[src/pcit_pkg.sv]
package pcit_pkg;

  localparam int unsigned PCIT_CLK_HZ = 25_000_000;

  localparam int unsigned PCIT_ADDR_W = 16;

  // Every instruction finishes within this many clocks, divide being the longest.
  localparam logic [3:0] PCIT_MAX_CYC = 4'h8;

  localparam logic [15:0] PCIT_PC_RST = 16'h0000;

  // Bit positions inside the program store control field.
  localparam int unsigned PCIT_PSC_SEL   = 0;
  localparam int unsigned PCIT_PSC_ERASE = 1;

  localparam logic [7:0] PCIT_OP_DIV      = 8'h84;
  localparam logic [7:0] PCIT_OP_MUL      = 8'hA4;
  localparam logic [7:0] PCIT_OP_INCREMENT_DATA_POINTER = 8'hA3;

  typedef enum logic {
    PCIT_PH_IDLE = 1'b0,
    PCIT_PH_EXEC = 1'b1
  } pcit_phase_t;

  typedef struct packed {
    logic [1:0] bytes;
    logic [3:0] cyc;
    logic       cond;
    logic       jump;
    logic       xmove;
    logic       cmove;
  } pcit_timing_t;

  // Timing classes: bytes, clocks (branch not taken), conditional, jump, data move, code move.
  localparam pcit_timing_t PCIT_T_REG   = '{2'h1, 4'h1, 1'b0, 1'b0, 1'b0, 1'b0};
  localparam pcit_timing_t PCIT_T_DIR   = '{2'h2, 4'h2, 1'b0, 1'b0, 1'b0, 1'b0};
  localparam pcit_timing_t PCIT_T_IND   = '{2'h1, 4'h2, 1'b0, 1'b0, 1'b0, 1'b0};
  localparam pcit_timing_t PCIT_T_DIR3  = '{2'h3, 4'h3, 1'b0, 1'b0, 1'b0, 1'b0};
  localparam pcit_timing_t PCIT_T_DIV   = '{2'h1, 4'h8, 1'b0, 1'b0, 1'b0, 1'b0};
  localparam pcit_timing_t PCIT_T_MUL   = '{2'h1, 4'h4, 1'b0, 1'b0, 1'b0, 1'b0};
  localparam pcit_timing_t PCIT_T_BR2   = '{2'h2, 4'h2, 1'b1, 1'b0, 1'b0, 1'b0};
  localparam pcit_timing_t PCIT_T_BR3   = '{2'h3, 4'h3, 1'b1, 1'b0, 1'b0, 1'b0};
  localparam pcit_timing_t PCIT_T_AJMP  = '{2'h2, 4'h3, 1'b0, 1'b1, 1'b0, 1'b0};
  localparam pcit_timing_t PCIT_T_LJMP  = '{2'h3, 4'h4, 1'b0, 1'b1, 1'b0, 1'b0};
  localparam pcit_timing_t PCIT_T_RET   = '{2'h1, 4'h5, 1'b0, 1'b1, 1'b0, 1'b0};
  localparam pcit_timing_t PCIT_T_JMPI  = '{2'h1, 4'h3, 1'b0, 1'b1, 1'b0, 1'b0};
  localparam pcit_timing_t PCIT_T_CMOVE = '{2'h1, 4'h3, 1'b0, 1'b0, 1'b0, 1'b1};
  localparam pcit_timing_t PCIT_T_XMOVE = '{2'h1, 4'h3, 1'b0, 1'b0, 1'b1, 1'b0};

  typedef struct packed {
    logic        valid;
    logic [7:0]  opcode;
    logic        taken;
    logic [15:0] target;
    logic [15:0] data_addr;
  } pcit_issue_t;

  typedef struct packed {
    logic        halt_req;
    logic        resume;
    logic        step;
    logic        bkpt_en;
    logic [15:0] bkpt_addr;
    logic        watch_en;
    logic [15:0] watch_addr;
  } pcit_dbg_t;

  typedef struct packed {
    pcit_phase_t phase;
    logic [3:0]  cnt;
    logic        ready;
    logic        done;
    logic [1:0]  bytes;
    logic [3:0]  cycles;
    logic [15:0] pc;
    logic        halted;
    logic        step_armed;
    logic        skip_bkpt;
    logic        bkpt_hit;
    logic        watch_hit;
    logic        watch_arm;
    logic        xflash;
    logic        xram;
    logic        xwrite;
    logic        erase;
    logic        cread;
  } pcit_state_t;

  localparam pcit_state_t PCIT_STATE_RST = '{ready: 1'b1, pc: PCIT_PC_RST, phase: PCIT_PH_IDLE, default: '0};

endpackage

[src/pcit_core_timing.sv]
// Function
// RULE_01: Count every instruction in plain clocks, no machine-cycle grouping.
// RULE_02: No instruction exceeds eight clocks; divide is one byte, eight clocks.
// RULE_03: Untaken conditional branch finishes one clock sooner than a taken one.
// RULE_04: Most instructions take one clock per program byte.
// RULE_05: 109 instructions; 26 in one clock, 50 in two, rest two to eight.
// RULE_06: Opcode encodings and addressing modes match the classic instruction set.
// RULE_07: Arithmetic: register 1/1, direct and immediate 2/2, indirect 1/2.
// RULE_08: Increment/decrement: accumulator or register 1 clock, direct or indirect 2.
// RULE_09: Data pointer increment is one byte and one clock.
// RULE_10: Logic immediate-to-direct is 3/3; accumulator-to-direct is 2/2.
// RULE_11: Clear, complement and rotate accumulator are one byte, one clock.
// RULE_12: Peak rate is one instruction per clock at 25 MHz.
// RULE_13: Software reads and modifies program flash bytewise via code and data moves.
// RULE_14: Data move is steered to program flash when program store control selects it.
// RULE_15: Data move reaches mapped RAM when program store control selects data space.
// RULE_16: Breakpoints, watchpoints, halt, resume and single step without using resources.
// RULE_17: A completion pulse marks the last clock of each instruction.
module pcit_core_timing #(
  parameter int unsigned ADDR_W = pcit_pkg::PCIT_ADDR_W
) (
  input  wire logic               i_clk,
  input  wire logic               i_arst_n,
  input  wire pcit_pkg::pcit_issue_t i_issue,
  input  wire logic [1:0]         i_program_store_control,
  input  wire pcit_pkg::pcit_dbg_t   i_dbg,
  output logic                    o_ready,
  output logic                    o_done,
  output logic [1:0]              o_bytes,
  output logic [3:0]              o_cycles,
  output logic [ADDR_W-1:0]       o_pc,
  output logic                    o_halted,
  output logic                    o_bkpt_hit,
  output logic                    o_watch_hit,
  output logic                    o_xmove_flash,
  output logic                    o_xmove_ram,
  output logic                    o_xmove_write,
  output logic                    o_flash_erase,
  output logic                    o_code_read
);
  import pcit_pkg::*;

  ////////////////////////////////////////////////////////////////////////////
  // Opcode timing decode.

  // RULE_05: every code timed
  // RULE_06: classic encoding map
  function automatic pcit_timing_t pcit_decode(input logic [7:0] op);
    logic [3:0]   hi;
    logic [3:0]   lo;
    pcit_timing_t t;
    hi = op[7:4];
    lo = op[3:0];
    t  = PCIT_T_REG;
    if (lo[3]) begin
      case (hi)
        4'h7, 4'h8, 4'hA: t = PCIT_T_DIR;
        4'hB:             t = PCIT_T_BR3;
        4'hD:             t = PCIT_T_BR2;
        default:          t = PCIT_T_REG;
      endcase
    end else if (lo[3:1] == 3'h3) begin
      case (hi)
        4'h7, 4'h8, 4'hA: t = PCIT_T_DIR;
        4'hB:             t = PCIT_T_BR3;
        default:          t = PCIT_T_IND;
      endcase
    end else begin
      case (lo)
        4'h5: begin
          case (hi)
            4'h7, 4'h8: t = PCIT_T_DIR3;
            4'hA:       t = PCIT_T_REG;
            4'hB, 4'hD: t = PCIT_T_BR3;
            default:    t = PCIT_T_DIR;
          endcase
        end
        4'h4: begin
          case (hi)
            4'h0, 4'h1, 4'hC, 4'hD, 4'hE, 4'hF: t = PCIT_T_REG;
            4'h8:    t = PCIT_T_DIV;
            4'hA:    t = PCIT_T_MUL;
            4'hB:    t = PCIT_T_BR3;
            default: t = PCIT_T_DIR;
          endcase
        end
        4'h3: begin
          case (hi)
            4'h4, 4'h5, 4'h6: t = PCIT_T_DIR3;
            4'h7:             t = PCIT_T_JMPI;
            4'h8, 4'h9:       t = PCIT_T_CMOVE;
            4'hE, 4'hF:       t = PCIT_T_XMOVE;
            default:          t = PCIT_T_REG;
          endcase
        end
        4'h2: begin
          case (hi)
            4'h0, 4'h1: t = PCIT_T_LJMP;
            4'h2, 4'h3: t = PCIT_T_RET;
            4'hE, 4'hF: t = PCIT_T_XMOVE;
            default:    t = PCIT_T_DIR;
          endcase
        end
        4'h1: t = PCIT_T_AJMP;
        default: begin
          case (hi)
            4'h0:                   t = PCIT_T_REG;
            4'h1, 4'h2, 4'h3:       t = PCIT_T_BR3;
            4'h4, 4'h5, 4'h6, 4'h7: t = PCIT_T_BR2;
            4'h8:                   t = PCIT_T_AJMP;
            4'h9:                   t = PCIT_T_DIR3;
            4'hE, 4'hF:             t = PCIT_T_XMOVE;
            default:                t = PCIT_T_DIR;
          endcase
        end
      endcase
    end
    return t;
  endfunction

  ////////////////////////////////////////////////////////////////////////////
  // Sequencer.

  pcit_state_t  s;
  pcit_state_t  next_s;
  pcit_timing_t dec;
  logic         accept;
  logic [3:0]   cyc;
  logic         boundary;
  logic         bkpt_match;
  logic         watch_pend;

  assign dec    = pcit_decode(i_issue.opcode);
  // RULE_12: accept one per clock
  assign accept = i_issue.valid & s.ready;

  always_comb begin
    next_s           = s;
    next_s.done      = 1'b0;
    next_s.bkpt_hit  = 1'b0;
    next_s.watch_hit = 1'b0;
    watch_pend       = 1'b0;
    bkpt_match       = 1'b0;
    // RULE_03: taken adds one clock
    cyc      = dec.cyc + {3'h0, dec.cond & i_issue.taken};
    boundary = 1'b0;
    // Access strobes stand from the first clock through the completion clock.
    if (s.done) begin
      next_s.xflash = 1'b0;
      next_s.xram   = 1'b0;
      next_s.xwrite = 1'b0;
      next_s.erase  = 1'b0;
      next_s.cread  = 1'b0;
    end
    if (s.phase == PCIT_PH_EXEC) begin
      // RULE_01: one count per clock
      if (s.cnt == 4'h1) begin
        next_s.phase = PCIT_PH_IDLE;
        // RULE_17: completion pulse
        next_s.done  = 1'b1;
        boundary     = 1'b1;
      end else begin
        next_s.cnt = s.cnt - 4'h1;
      end
    end else if (accept) begin
      // RULE_04: byte count from decode
      next_s.bytes      = dec.bytes;
      next_s.cycles     = cyc;
      next_s.step_armed = 1'b0;
      next_s.skip_bkpt  = 1'b0;
      if (dec.jump | (dec.cond & i_issue.taken)) begin
        next_s.pc = i_issue.target;
      end else begin
        next_s.pc = s.pc + {14'h0, dec.bytes};
      end
      // RULE_14: flash selected by control
      next_s.xflash = dec.xmove & i_program_store_control[PCIT_PSC_SEL];
      // RULE_15: data space otherwise
      next_s.xram   = dec.xmove & ~i_program_store_control[PCIT_PSC_SEL];
      // RULE_13: bytewise flash access
      next_s.xwrite = dec.xmove & i_issue.opcode[4];
      next_s.erase  = dec.xmove & i_issue.opcode[4] & i_program_store_control[PCIT_PSC_SEL]
                      & i_program_store_control[PCIT_PSC_ERASE];
      next_s.cread  = dec.cmove;
      next_s.watch_arm = i_dbg.watch_en & dec.xmove & (i_issue.data_addr == i_dbg.watch_addr);
      if (cyc == 4'h1) begin
        next_s.done = 1'b1;
        boundary    = 1'b1;
      end else begin
        next_s.phase = PCIT_PH_EXEC;
        next_s.cnt   = cyc - 4'h1;
      end
    end else begin
      boundary = 1'b1;
    end
    next_s.ready = 1'b0;
    if (boundary) begin
      // RULE_16: debug at instruction boundaries
      bkpt_match = i_dbg.bkpt_en & (next_s.pc == i_dbg.bkpt_addr) & ~next_s.skip_bkpt;
      watch_pend       = next_s.watch_arm;
      next_s.watch_arm = 1'b0;
      if (next_s.halted & i_dbg.resume) begin
        next_s.halted    = 1'b0;
        next_s.skip_bkpt = 1'b1;
      end else if (~next_s.halted & (i_dbg.halt_req | bkpt_match | watch_pend)) begin
        next_s.halted    = 1'b1;
        next_s.bkpt_hit  = bkpt_match;
        next_s.watch_hit = watch_pend;
      end
      if (next_s.halted & i_dbg.step) begin
        next_s.step_armed = 1'b1;
      end
      next_s.ready = ~next_s.halted | next_s.step_armed;
    end
  end

  // A watched data move is caught at issue and held until it completes, so the halt is raised on its completion clock.
  always_ff @(posedge i_clk or negedge i_arst_n) begin
    if (!i_arst_n) begin
      s <= PCIT_STATE_RST;
    end else begin
      s <= next_s;
    end
  end

  assign o_ready       = s.ready;
  assign o_done        = s.done;
  assign o_bytes       = s.bytes;
  assign o_cycles      = s.cycles;
  assign o_pc          = s.pc[ADDR_W-1:0];
  assign o_halted      = s.halted;
  assign o_bkpt_hit    = s.bkpt_hit;
  assign o_watch_hit   = s.watch_hit;
  assign o_xmove_flash = s.xflash;
  assign o_xmove_ram   = s.xram;
  assign o_xmove_write = s.xwrite;
  assign o_flash_erase = s.erase;
  assign o_code_read   = s.cread;

  ////////////////////////////////////////////////////////////////////////////
  // Checks.

  logic [3:0] elapsed;

  always_ff @(posedge i_clk or negedge i_arst_n) begin
    if (!i_arst_n) begin
      elapsed <= 4'h0;
    end else if (accept) begin
      elapsed <= 4'h1;
    end else if (s.phase == PCIT_PH_EXEC) begin
      elapsed <= elapsed + 4'h1;
    end
  end
endmodule

[config.mk]
export PLATFORM = sky130hd
export DESIGN_NAME = pcit_core_timing
export DESIGN_NICKNAME = d
export VERILOG_FILES = /design/src/pcit_pkg.sv /design/src/pcit_core_timing.sv
export SDC_FILE = /design/constraint.sdc
export NUM_CORES = 1
export LEC_CHECK = 0
export ABC_AREA = 1
export ABC_CLOCK_PERIOD_IN_PS = 3300
export BUFFER_PORTS_ARGS = -buffer_cell sky130_fd_sc_hd__buf_2
export CAP_MARGIN = 20
export CORE_ASPECT_RATIO = 0.7
export CORE_UTILIZATION = 52
export DETAILED_ROUTE_END_ITERATION = 12
export PLACE_DENSITY = 0.92
export SYNTH_ARGS = -nofsm -noshare
export SYNTH_HDL_FRONTEND = slang
export SYNTH_SLANG_ARGS = --single-unit
[constraint.sdc]
create_clock -name i_clk -period 3.3 [get_ports i_clk]
set_clock_uncertainty 0.2 [all_clocks]
set_input_delay 0.33 -clock i_clk [delete_from_list [all_inputs] [get_ports i_clk]]
set_output_delay 0.33 -clock i_clk [all_outputs]
set_load 0.01 [all_outputs]
==> results.txt, run 1 <==
* Status: finished, violations left
- The final reports fail on setup timing.
- The die is 102 um wide.
* Buffers & Inverters on Critical Path: 6
* Worst-case setup margin in the final layout: -796 ps
* Post-route DRC: 0
- FF+latch count, synth: 40
* Async set-reset flop share out of synthesis: between 90% and 100%
- Inserted Clock Buffers: 5
- The repair_antennas step left the layout with diodes totalling 0.
- Dominant cell by count in the synthesized netlist: sky130_fd_sc_hd__nand2_1
- Leading register cell type out of synthesis: sky130_fd_sc_hd__dfrtp_1
- The worst pin sits at a relative slew slack of between 30% and 40%.
- The number of nets in the synthesized netlist is ~650.
* Count of pins on the block boundary: 115
- The slowest stage of the critical path belongs to the cell sky130_fd_sc_hd__fa_2.
- Critical-path maximum fanout: 4
* Switching Fraction: between 40% and 50%
- The tree is rooted in a sky130_fd_sc_hd__clkbuf_8.
- For the worst flop-to-flop path, the logic depth is 22.
- Setup repair after global routing could not meet its margin everywhere.
- Post-route core utilization: between 70% and 80%
- The routed design has roughly 14 mm of wire.
* Critical Path End: o_ready$_DFF_PN1_
- Row Count: 25
* Share of total power in sequential cells: about 28%
- In this run the mean area of a mapped cell was 6.55 sq um.
- Detailed placement ended at an HPWL of just under 9 mm.
- The worst setup path is launched from a primary input.
* Total of buffers placed on input and output ports: about 110
- The detailed router finished its first iteration with around 400 violations.
- Across all layers, the routed design uses roughly 4,700 vias.
- Dividing the detail-routed wire length by the instance count gives between 15 and 20 um.
- For this run, the post-layout net count is just over 800.
* Crit Path Class: primary input to register
- Worst-case register-to-register setup slack: 80 ps
* Fraction of the yosys area taken by sequential cells: 27.6%
- The startpoint identified for the worst hold timing path is i_program_store_control[0].
* Number of distinct library cell variants in the gate-level netlist after synthesis: between 40 and 50
* Starting utilization of the core area: between 50 and 60%
* DR pass1 iterations: 5
- Max_cap viols: 0
- Total stage count of the critical path: 31
* Worst setup slack before clock tree synthesis: -1090 ps
* Portion of synthesized cell area occupied by the leading cell type: a little over a quarter
- Setup violations remaining at the end of the flow were counted as 8.
* Global-route total usage across every layer: 35.3%
- In this design, the stage delay of the slowest critical-path cell is between 300 and 400 ps.
- Clock transition at path regs: 90 ps
* Avg Vias per Cell: around 5.6
- The worst-case IR drop observed on VDD is approximately 0.00052 V.
- Switching power: about 1500 uW
* Core region area: between 6000 and 7000 sq um
- Static timing analysis puts the maximum clock frequency at around 240 MHz.
* Antenna violations before repair: 0
- Counting stages on the worst path, the most repeated cell is sky130_fd_sc_hd__nand2_2.
- Vias in the first global route: about 4,400
- Clock share of power: around 14%
* # placed instances: 797
* Summed instance area of the synthesized netlist: around 3600 sq um
- Synthesized instance count: 555
* Count of fill cells added during filler insertion: ~450
- Final min period: 4100 ps
- Kind of cell with the highest combined delay on the critical path: simple AND/OR/NAND/NOR gates
- The later pin in the worst-skew pair is clocked with a latency of a little over 300 ps.
- Required time of the critical path: about 3300 ps
- The critical path starts at i_issue[35].
- Number of warnings issued by yosys: 0
- Reported leakage power: 0.00287 uW
* Type of the tightest min-delay check: primary input to register
- In this run the remaining antenna-violating nets after routing total 0.
* Launch point of the worst reg-to-reg path: o_pc[0]$_DFF_PN0_
- Total die area: roughly 7300 sq um
- At the worst endpoint, the arrival time is 4140 ps.
* Share of the clock period used by the worst path: 124%
- Power density cells: 589 nW/um^2
- Entering global routing, the biggest net connects 41 pins.
* Maximum buffer depth of the clock tree: 2
- Kind of capture point of the worst setup path: register
- Power comes to between 3000 and 4000 uW.
- Yosys mapped a number of flops with a built-in enable equal to 0.
- At the pin with the least slew margin, the transition time is around 950 ps.
- Share of final-layout standard cells stronger than drive strength 1: 42.4%
- Routability-driven placement finished with a final weighted congestion of between 0.9 and 1.
- Internal power comes to approximately 1600 uW.
- In the synthesized netlist, the cells that appear most often are sky130_fd_sc_hd__nand2_1 (146), sky130_fd_sc_hd__inv_1 (86), sky130_fd_sc_hd__nand3_1 (59).
* Part of the power in combinational logic: ~58%
* Leading area contributor after synthesis: sky130_fd_sc_hd__dfrtp_1
- From synthesis to final layout, the design area changed by 44.6%.
- Leading cell types by total area after synthesis: sky130_fd_sc_hd__dfrtp_1 (27%), sky130_fd_sc_hd__nand2_1 (15%), sky130_fd_sc_hd__inv_1 (8.9%), sky130_fd_sc_hd__nand3_1 (8.1%), sky130_fd_sc_hd__buf_4 (5.0%)
* Final Hold Vio Count: 0
- First-pass GRT wire length: ~20 mm
- Clock tree sinks: 40
* Final standard cell count with taps included and fillers excluded: between 800 and 900
- CTS H-tree lvls: 2
- CTS tree: built
- For this run the aggregate overflow at the end of global routing stands at 0.
- The number of pins exceeding their max-slew limit in the final report is 0.
* Worst R2R End: o_ready$_DFF_PN1_
- The floorplan step set the die height to 71.9 um.
## final cells by class
type / instances / area [sq um] / share of cell area, %
repair buffers: 202 / 1290 / 24.6
repair inverters: 1 / 7.51 / 0.143
inverters: 97 / 377 / 7.17
flip-flops and latches: 40 / 1000 / 19.1
well taps: 94 / 118 / 2.24
clock buffers: 5 / 68.8 / 1.31
clock inverters: 3 / 46.3 / 0.881
multi-input cells: 386 / 2340 / 44.6
## state kept, by name (all words and copies together), names as in the netlist
register and count:
o_ready 1, s 8, o_pc 16, o_bkpt_hit 1, o_xmove_flash 1, o_done 1, o_watch_hit 1, o_bytes 2
o_xmove_write 1, o_halted 1, o_cycles 4, o_xmove_ram 1, o_code_read 1, o_flash_erase 1
## worst min-delay path by stage
stage / endpoint / slack, ps / depth (start not counted)
after global placement: s[9]$_DFF_PN0_ / 260 / 2
after floorplan: o_bkpt_hit$_DFF_PN0_ / -170 / 0
after global routing: o_xmove_ram$_DFF_PN0_ / 40 / 2
final: o_xmove_ram$_DFF_PN0_ / 20 / 2
after CTS: o_xmove_ram$_DFF_PN0_ / 20 / 2
after detailed placement: s[9]$_DFF_PN0_ / 270 / 2
## repair_timing
action                                 CTS  global route
setup endpoints to repair               13            22
pin swaps                               21            32
cloned                                   0             1
setup buffers                           17             9
gates resized for setup                 44            55
endpoints found under the hold margin    5             0
hold buffers                             1             0
## cells in the final DEF, fill, tap and decap left out, drive strengths merged, types with 2 or more instances in the layout
| cell | instances |
|---|---|
| buf | 201 |
| nand2 | 154 |
| inv | 98 |
| nand3 | 64 |
| nor2 | 41 |
| dfrtp | 39 |
| o21ai | 26 |
| xor2 | 19 |
| nor3 | 14 |
| a21oi | 13 |
| ha | 12 |
| nand4 | 6 |
| nand3b | 5 |
| clkbuf | 5 |
| a31oi | 4 |
| xnor2 | 4 |
| or2 | 4 |
| o22ai | 4 |
| o211ai | 3 |
| a221oi | 3 |
| clkinvlp | 2 |
| nor4 | 2 |
## worst register-to-register path: cells and delay by family, from the launching register on
kind,cells,cell delay (ps)
buf+inv,3,160
flops,1,430
fa+ha+maj,2,610
simple gates,16,1610
xor+xnor,1,140
## per-stage QoR
stage,area [sq um],hold slack (ps),TNS [ps]
after floorplan,3690,-166,-2170
after global placement,4650,257,-5770
after detailed placement,4650,271,-9250
after CTS,5050,23.4,-2050
after global routing,5250,39.3,-4380
final,5250,24.2,-3320
## logic make-up (layout without fill, tap and decap cells)
logic type | Yosys count | count (layout) | share of synthesized area (%)
buffers and inverters | 129 | 308 | 16.1
AND/OR/NAND/NOR | 291 | 291 | 36.2
flip-flops | 40 | 40 | 27.6
AO/OA/AOI/OAI | 59 | 59 | 9.95
adder cells (fa/ha/maj) | 13 | 13 | 4.68
XOR/XNOR | 23 | 23 | 5.54
## power groups by stage
stage / Clock [uW] / Sequential [uW] / Combinational, uW
CTS: 429 / 853 / 1590
global placement: 0 / 850 / 1410
detailed placement: 0 / 858 / 1480
global route: 452 / 893 / 1950
floorplan: 0 / 814 / 1080
finish: 430 / 879 / 1780
## routing by layer
metal  GRT usage (%)  wire, um  vias to the layer above
li1                -         -                     2105
met1            46.1      5150                     2132
met2            55.9      6250                      345
met3            9.34      1540                       83
met4            14.8       592                        0
met5               0         0                        -
(Power assumes the default switching activity.)
==> run 2: changes to the inputs <==
--- a/config.mk
+++ b/config.mk
@@ -10,9 +10,11 @@
 export BUFFER_PORTS_ARGS = -buffer_cell sky130_fd_sc_hd__buf_2
 export CAP_MARGIN = 20
 export CORE_ASPECT_RATIO = 0.7
-export CORE_UTILIZATION = 52
+export CORE_UTILIZATION = 54
+export CTS_BUF_LIST = sky130_fd_sc_hd__clkbuf_8
+export CTS_CLUSTER_DIAMETER = 200
 export DETAILED_ROUTE_END_ITERATION = 12
-export PLACE_DENSITY = 0.92
+export PLACE_DENSITY = 0.95
 export SYNTH_ARGS = -nofsm -noshare
 export SYNTH_HDL_FRONTEND = slang
 export SYNTH_SLANG_ARGS = --single-unit
==> results.txt, run 2 (synthesis results as in run 1) <==
- Status: finished, violations left
* Violations in the final reports: setup timing
- The clock reaches the later pin of the worst-skew pair after approximately 330 ps.
- The final hold violation count came to 0.
* Share of the clock period used by the worst path: 135%
- Routed vias: approximately 5,400
- Clock transition at path regs: about 90 ps
- Maximum buffer depth of the clock tree: 2
* Kind of capture point of the worst setup path: register
* Critical-path maximum fanout: 5
- Counting the buffers created by CTS gives 5.
- Switching power: roughly 1800 uW
- During I/O placement, the number of pins put on the boundary was roughly 120.
- From bottom edge to top edge, the die measures just over 70 um.
- Final cell area excluding filler cells: ~5300 sq um
* Leading cell type in the layout, fill and taps excluded: sky130_fd_sc_hd__nand2_1
* Required time of the critical path: 3360 ps
* Commonest cells after routing, fill and taps aside: sky130_fd_sc_hd__nand2_1 (130), sky130_fd_sc_hd__buf_2 (110), sky130_fd_sc_hd__buf_4 (90)
* Width of the die: about 100 um
* Total die area: between 7000 and 8000 sq um
- Count of nets left with antenna violations after detail routing: 0
- Worst path arrival time: 4500 ps
- Derived from the worst setup path, the maximum achievable clock frequency is between 200 and 250 MHz.
* Type of the tightest min-delay check: primary input to register
- Clock tree sinks: 40
- CTS placed an instance of sky130_fd_sc_hd__clkbuf_8 at the clock tree root.
- In the routed layout, each cell is associated on average with a via count of between 6 and 7.
- Internal power comes to approximately 1700 uW.
- CTS H-tree lvls: 2
- First-pass GRT wire length: 23.4 mm
- In the routed design, unresolved DRC markers number 0.
- Global routing used about 43% of the available tracks.
* Remaining global-route overflow: 0
- The tool flagged a number of max-cap violations equal to 0.
- Pin count of the biggest net entering global routing: 41
- TritonCTS built the clock tree.
- Total of buffers placed on input and output ports: approximately 110
* # placed instances: 795
* Final min period: 4440 ps
* Placed standard-cell area: roughly 4700 sq um
- The area growth from synthesis to layout is 47.1%.
- DR pass1 iterations: 11
* Switching Fraction: between 50 and 60%
- After floorplanning, the core was sized to cover approximately 6400 sq um.
* Wire length reported by the detailed router: between 15 and 20 mm
- Count of fill cells added during filler insertion: approximately 330
* Setup repair after global routing missed its margin: yes
- The number of global-route vias before repair was roughly 4,800.
- The number of antenna diodes in the final layout is 0.
* Share of final-layout standard cells stronger than drive strength 1: 43.0%
- Reported leakage power: roughly 0.003 uW
* Final setup violation count: 24
- For flop-to-flop paths, the worst setup slack is -210 ps.
- Slew Limit Headroom: a little over a third
- The worst setup path is launched from a primary input.
- At the pin with the least slew margin, the transition time is just under 1000 ps.
* Worst supply voltage drop on vdd: between 0.0006 and 0.0007 V
* Final standard cell count with taps included and fillers excluded: 835
* Routability cong.: 1.04
- Across all setup checks in the final design, the least slack found is -1140 ps.
- The number of pins exceeding their max-slew limit in the final report is 0.
- Clock share of power: around 14%
- At the end of the flow the core is filled with cells to ~84%.
* Power density cells: approximately 660 nW/um^2
- Largest register FFs: 16
- The detailed router finished its first iteration with approximately 900 violations.
* Antenna violations before repair: 2
- After legalization and detailed placement, the total HPWL measured 9.30 mm.
- The final layout contains about 840 nets.
* Share of total power in sequential cells: between 20% and 30%
- In this design, the stage delay of the slowest critical-path cell is 550 ps.
- After detailed routing, the average wire length per cell comes to 22.0 um.
* Crit Path Class: primary input to register
- On the critical path, the stage with the largest delay is an instance of sky130_fd_sc_hd__nor3_2.
* Starting utilization of the core area: between 50% and 60%
* Part of the power in combinational logic: roughly 61%
- In this run the core area contains 24 standard-cell rows.
- Across all hold checks on the routed design, the worst slack comes to around 50 ps.
-- run 2: cell types whose count changed in the layout (fill, tap and decap cells not counted), sizes merged --
cell | before | now
buf | 201 | 211
-- run 2: critical path, delay by kind of cell --
family | cells | cell delay, ps
buffers and inverters | 9 | 880
AND/OR/NAND/NOR | 21 | 2550
AO/OA/AOI/OAI | 2 | 330
adder cells (fa/ha/maj) | 1 | 260
XOR/XNOR | 1 | 150
-- run 2: worst paths after layout --
check / startpoint / end / depth (start not counted)
worst max-delay path: i_issue[39] / o_ready$_DFF_PN1_ / 34
worst min-delay path: i_program_store_control[0] / o_xmove_ram$_DFF_PN0_ / 2
worst max register to register: o_pc[0]$_DFF_PN0_ / o_ready$_DFF_PN1_ / 22
worst min register to register: s[8]$_DFF_PN0_ / s[8]$_DFF_PN0_ / 2
max in group asynchronous: i_arst_n / s[8]$_DFF_PN0_ / 2
min in group asynchronous: i_arst_n / o_pc[5]$_DFF_PN0_ / 2
-- run 2: per-stage QoR --
step	setup slack (ps)	setup TNS [ps]	total power, uW
after global routing	-1220	-9210	3590
after global placement	-801	-5140	2260
after detailed placement	-1180	-10130	2350
after CTS	-552	-2640	2920
after floorplan	-571	-2170	1900
final	-1140	-8430	3500
-- run 2: what timing repair did --
action,4_1_cts,5_1_grt
endpoints found under the setup margin,15,22
hold buffers,1,0
buffers inserted,11,23
resized for setup,31,70
endpoints found under the hold margin,31,0
pin swaps,19,36
cloned,0,1
-- run 2: layer usage --
metal / up-vias / part of all wire, % / global-route usage, %
met1: 2342 / 32 / 50.6
met3: 259 / 17 / 17.4
met2: 691 / 40 / 65.5
li1: 2123 / - / -
met4: 0 / 10 / 25.8
met5: - / 0 / 0
-- run 2: power groups by stage --
stage | Combinational (uW) | Clock (uW) | Sequential (uW)
finish | 2120 | 474 | 907
global route | 2200 | 483 | 906
CTS | 1630 | 436 | 857
detailed placement | 1490 | 0 | 860
global placement | 1410 | 0 | 852
floorplan | 1080 | 0 | 814
-- run 2: cell type report --
type,count,area (sq um),share of cell area [%]
Multi-Input combinational cell,386,2350,43.9
Timing Repair Buffer,212,1380,25.8
Sequential cell,40,1000,18.8
Inverter,97,382,7.14
Tap cell,91,114,2.13
Clock buffer,5,68.8,1.29
Clock inverter,3,46.3,0.866
Timing Repair inverter,1,7.51,0.140
==> run 3: changes to the inputs <==
--- a/config.mk
+++ b/config.mk
@@ -5,16 +5,16 @@
 export SDC_FILE = /design/constraint.sdc
 export NUM_CORES = 1
 export LEC_CHECK = 0
-export ABC_AREA = 1
 export ABC_CLOCK_PERIOD_IN_PS = 3300
 export BUFFER_PORTS_ARGS = -buffer_cell sky130_fd_sc_hd__buf_2
 export CAP_MARGIN = 20
 export CORE_ASPECT_RATIO = 0.7
-export CORE_UTILIZATION = 54
+export CORE_UTILIZATION = 40
 export CTS_BUF_LIST = sky130_fd_sc_hd__clkbuf_8
 export CTS_CLUSTER_DIAMETER = 200
 export DETAILED_ROUTE_END_ITERATION = 12
-export PLACE_DENSITY = 0.95
+export MAX_ROUTING_LAYER = met4
+export PLACE_DENSITY = 0.74
 export SYNTH_ARGS = -nofsm -noshare
 export SYNTH_HDL_FRONTEND = slang
 export SYNTH_SLANG_ARGS = --single-unit
==> results.txt, run 3 <==
- Final min period: roughly 4100 ps
- Routed vias: approximately 5,500
- Number of distinct library cell variants in the gate-level netlist after synthesis: 80
* DR pass1 iterations: 7
* Reported leakage power: ~0.0029 uW
- Post-route core utilization: 58.3%
* Async set-reset flop share out of synthesis: 100%
- For the worst setup path, the data required time is roughly 3400 ps.
* CTS tree: built
* Leading cell types by total area after synthesis: sky130_fd_sc_hd__dfrtp_1 (22%), sky130_fd_sc_hd__o21ai_0 (4.8%), sky130_fd_sc_hd__xor2_1 (4.1%), sky130_fd_sc_hd__a21oi_1 (3.9%), sky130_fd_sc_hd__buf_4 (3.8%)
- In this run the critical register-to-register path is launched from o_pc[0]$_DFF_PN0_.
- The cell area that synthesis handed to floorplanning was 4510 sq um.
- After routing the design area is between 6000 and 7000 sq um.
- The Yosys step of the flow raised 0 warnings.
- After global routing the overflow that remains totals 0.
- The floorplan step defined a core boundary enclosing 11,000 sq um.
* Pin count of the biggest net entering global routing: between 40 and 50
- Max_cap viols: 0
- Type of the tightest min-delay check: primary input to register
- CTS Root Cell: sky130_fd_sc_hd__clkbuf_8
- The critical path is of the primary input to register type.
* Largest register FFs: 16
- Worst-case register-to-register setup slack: -60 ps
- The worst setup path is captured at a register.
- The top cell types in the final layout, fill and taps aside, are sky130_fd_sc_hd__buf_4 (122), sky130_fd_sc_hd__buf_2 (106), sky130_fd_sc_hd__nand2_1 (40).
- Once the floorplan was initialized, standard cells occupied about two fifths of the core.
* Maximum buffer depth of the clock tree: 2
- Wire length reported by the detailed router: about 18 mm
* First-pass GRT wire length: ~28 mm
- For the pin with the worst max-slew slack, the measured transition is 732 ps.
* Half-perimeter wire length of the detailed placement result: 14.3 mm
- The critical path contains buffers and inverters numbering 2 combined.
- R2r worst-path depth: 12
- Overall power consumption after layout is estimated at 3700 uW.
* Final-stage net count: 874
* Power density cells: around 580 nW/um^2
- Compared with the post-synthesis result, the final layout area differs by 42.4%.
- The initial antenna violation count was 0.
- In this run the tightest slew margin relative to its limit is 49.9%.
- Post-synth net total: 681
- Data arrives at the worst endpoint at between 4000 and 5000 ps.
* Leading area contributor after synthesis: sky130_fd_sc_hd__dfrtp_1
- The synthesized design contains 0 enable-type register cells.
* Status: finished, violations left
- FF+latch count, synth: 40
* Global-route total usage across every layer: between 30 and 40%
* Clock tree sinks: 40
* Die boundary height: between 90 and 100 um
* Placed standard-cell area: approximately 5900 sq um
- Final Max Slew Viols: 0
- The cell count after synthesis came out at about 590.
* Mean routed wirelength per cell: just under 20 um
* Startpoint types: primary input
- The worst path uses 126% of the clock period.
* CP max stage cell: sky130_fd_sc_hd__or4_4
- Leading cell type in the layout, fill and taps excluded: sky130_fd_sc_hd__buf_4
- Setup violations remaining at the end of the flow were counted as 7.
* Mean Syn Cell Area: 7.71 sq um
* Worst path max stage delay: about 430 ps
- Setup repair after global routing missed its margin: yes
- After detailed routing, the number of vias per cell comes to between 5 and 6.
* Post-route DRC: 0
- Aggregate negative setup slack: -3310 ps
- Number of violations reported at the end of detailed-routing iteration 0: 600
- For hold timing, the worst endpoint is o_xmove_ram$_DFF_PN0_.
- Count of nets left with antenna violations after detail routing: 0
* Critical-path cell list: buf_8 -> nor4b_4 -> o21ai_1 -> o22ai_1 -> o32ai_2 -> a221oi_2 -> ha_2 -> inv_2 -> fa_2 -> nand3b_1 -> nor3_2 -> mux2i_1 -> or3_4 -> o31ai_4 -> o31ai_2 -> or4_4 -> nor3_4 -> o21ba_1
* Row Count: 32
- Vias in the first global route: 5,020
- Worst supply voltage drop on vdd: between 0.0003 and 0.0004 V
- Worst-case setup margin in the final layout: -845 ps
- Total of buffers placed on input and output ports: 114
* Antenna diode count: 0
* Most instantiated cells after synthesis: sky130_fd_sc_hd__nand2_1 (46), sky130_fd_sc_hd__o21ai_0 (43), sky130_fd_sc_hd__nor2_1 (42)
- The final hold violation count is 0.
* Leading register cell type out of synthesis: sky130_fd_sc_hd__dfrtp_1
- Total die area: about 12,000 sq um
- Sequential cells were found to cover ~22% of the synthesized design area.
* CTS H-tree lvls: 2
- The checks that failed: setup timing.
- Count of fill cells added during filler insertion: roughly 1,000
- On the critical path the largest part of the delay comes from simple AND/OR/NAND/NOR gates.
- The clock reaches the later pin of the worst-skew pair after between 300 and 400 ps.
- Portion of synthesized cell area occupied by the leading cell type: between 20% and 30%
- Share of final-layout standard cells stronger than drive strength 1: between 40% and 50%
* Hold path startpoint: i_program_store_control[0]
* Width of the die: approximately 130 um
- At the end of routability-driven placement, the weighted congestion stood at about 1.
- For this design the top-level I/O count stands at 115.
* Worst R2R End: s[9]$_DFF_PN0_
- Clock transition at path regs: ~110 ps
* Inserted Clock Buffers: 5
* Instance count along the most critical hold path: 2
- Yosys instantiated no cell more often than sky130_fd_sc_hd__nand2_1.
* Highest clock rate: around 240 MHz
* Critical-path maximum fanout: 3
## run 3: worst max path at each step
stage                     start        endpoint  slack [ps]  cells after the start
floorplan           i_issue[39]  s[9]$_DFF_PN0_        -880                     21
global placement    i_issue[40]  s[9]$_DFF_PN0_       -1190                     21
detailed placement  i_issue[40]  s[9]$_DFF_PN0_       -1350                     21
CTS                 i_issue[34]  s[9]$_DFF_PN0_        -740                     18
global route        i_issue[34]  s[9]$_DFF_PN0_        -940                     18
finish              i_issue[34]  s[9]$_DFF_PN0_        -850                     18
## run 3: metal layers
metal  up-vias  wire, um  track usage (%)
li1       2525         -                -
met3        33      2010             8.12
met5         -         0                -
met4         0       229             6.57
met2       316      7200             42.3
met1      2604      8770             48.0
## run 3: kinds of logic after synthesis
kind of cell | Yosys count | share of synthesized area, %
AOI/OAI and AO/OA | 169 | 25.3
xor gates and xnor gates | 38 | 7.38
adders and majority gates | 13 | 3.77
buffers and inverters | 93 | 12.1
DFF | 40 | 22.2
muxes | 10 | 2.30
and+or+nand+nor | 222 | 26.9
## run 3: what timing repair did
action / 4_1_cts / 5_1_grt
hold endpoints to repair: 20 / 0
endpoints found under the setup margin: 15 / 16
resized for setup: 43 / 32
pin swaps: 5 / 11
hold buffers: 1 / 0
buffers inserted: 6 / 5
## run 3: per-stage QoR
step | worst slack (ps) | std cells | hold WS, ps
6_report | -845 | 932 | 17.1
5_1_grt | -945 | 932 | 10.1
4_1_cts | -739 | 927 | 9.10
3_5_place_dp | -1350 | 912 | 273
3_3_place_gp | -1190 | 912 | 259
2_1_floorplan | -877 | 585 | -166
## run 3: area by class of cell
class / count / area, sq um / area share [%]
clock buffers: 6 / 82.6 / 1.29
clock inverters: 2 / 38.8 / 0.604
inverters: 34 / 143 / 2.22
multi-input cells: 452 / 3290 / 51.3
flip-flops and latches: 40 / 1000 / 15.6
well taps: 153 / 191 / 2.98
repair buffers: 245 / 1670 / 26.0
## run 3: power by group
group          switching [uW]  internal, uW  total (uW)
registers                 214           675         890
logic                    1330          1000        2340
clock network             222           248         470
total                    1770          1930        3700
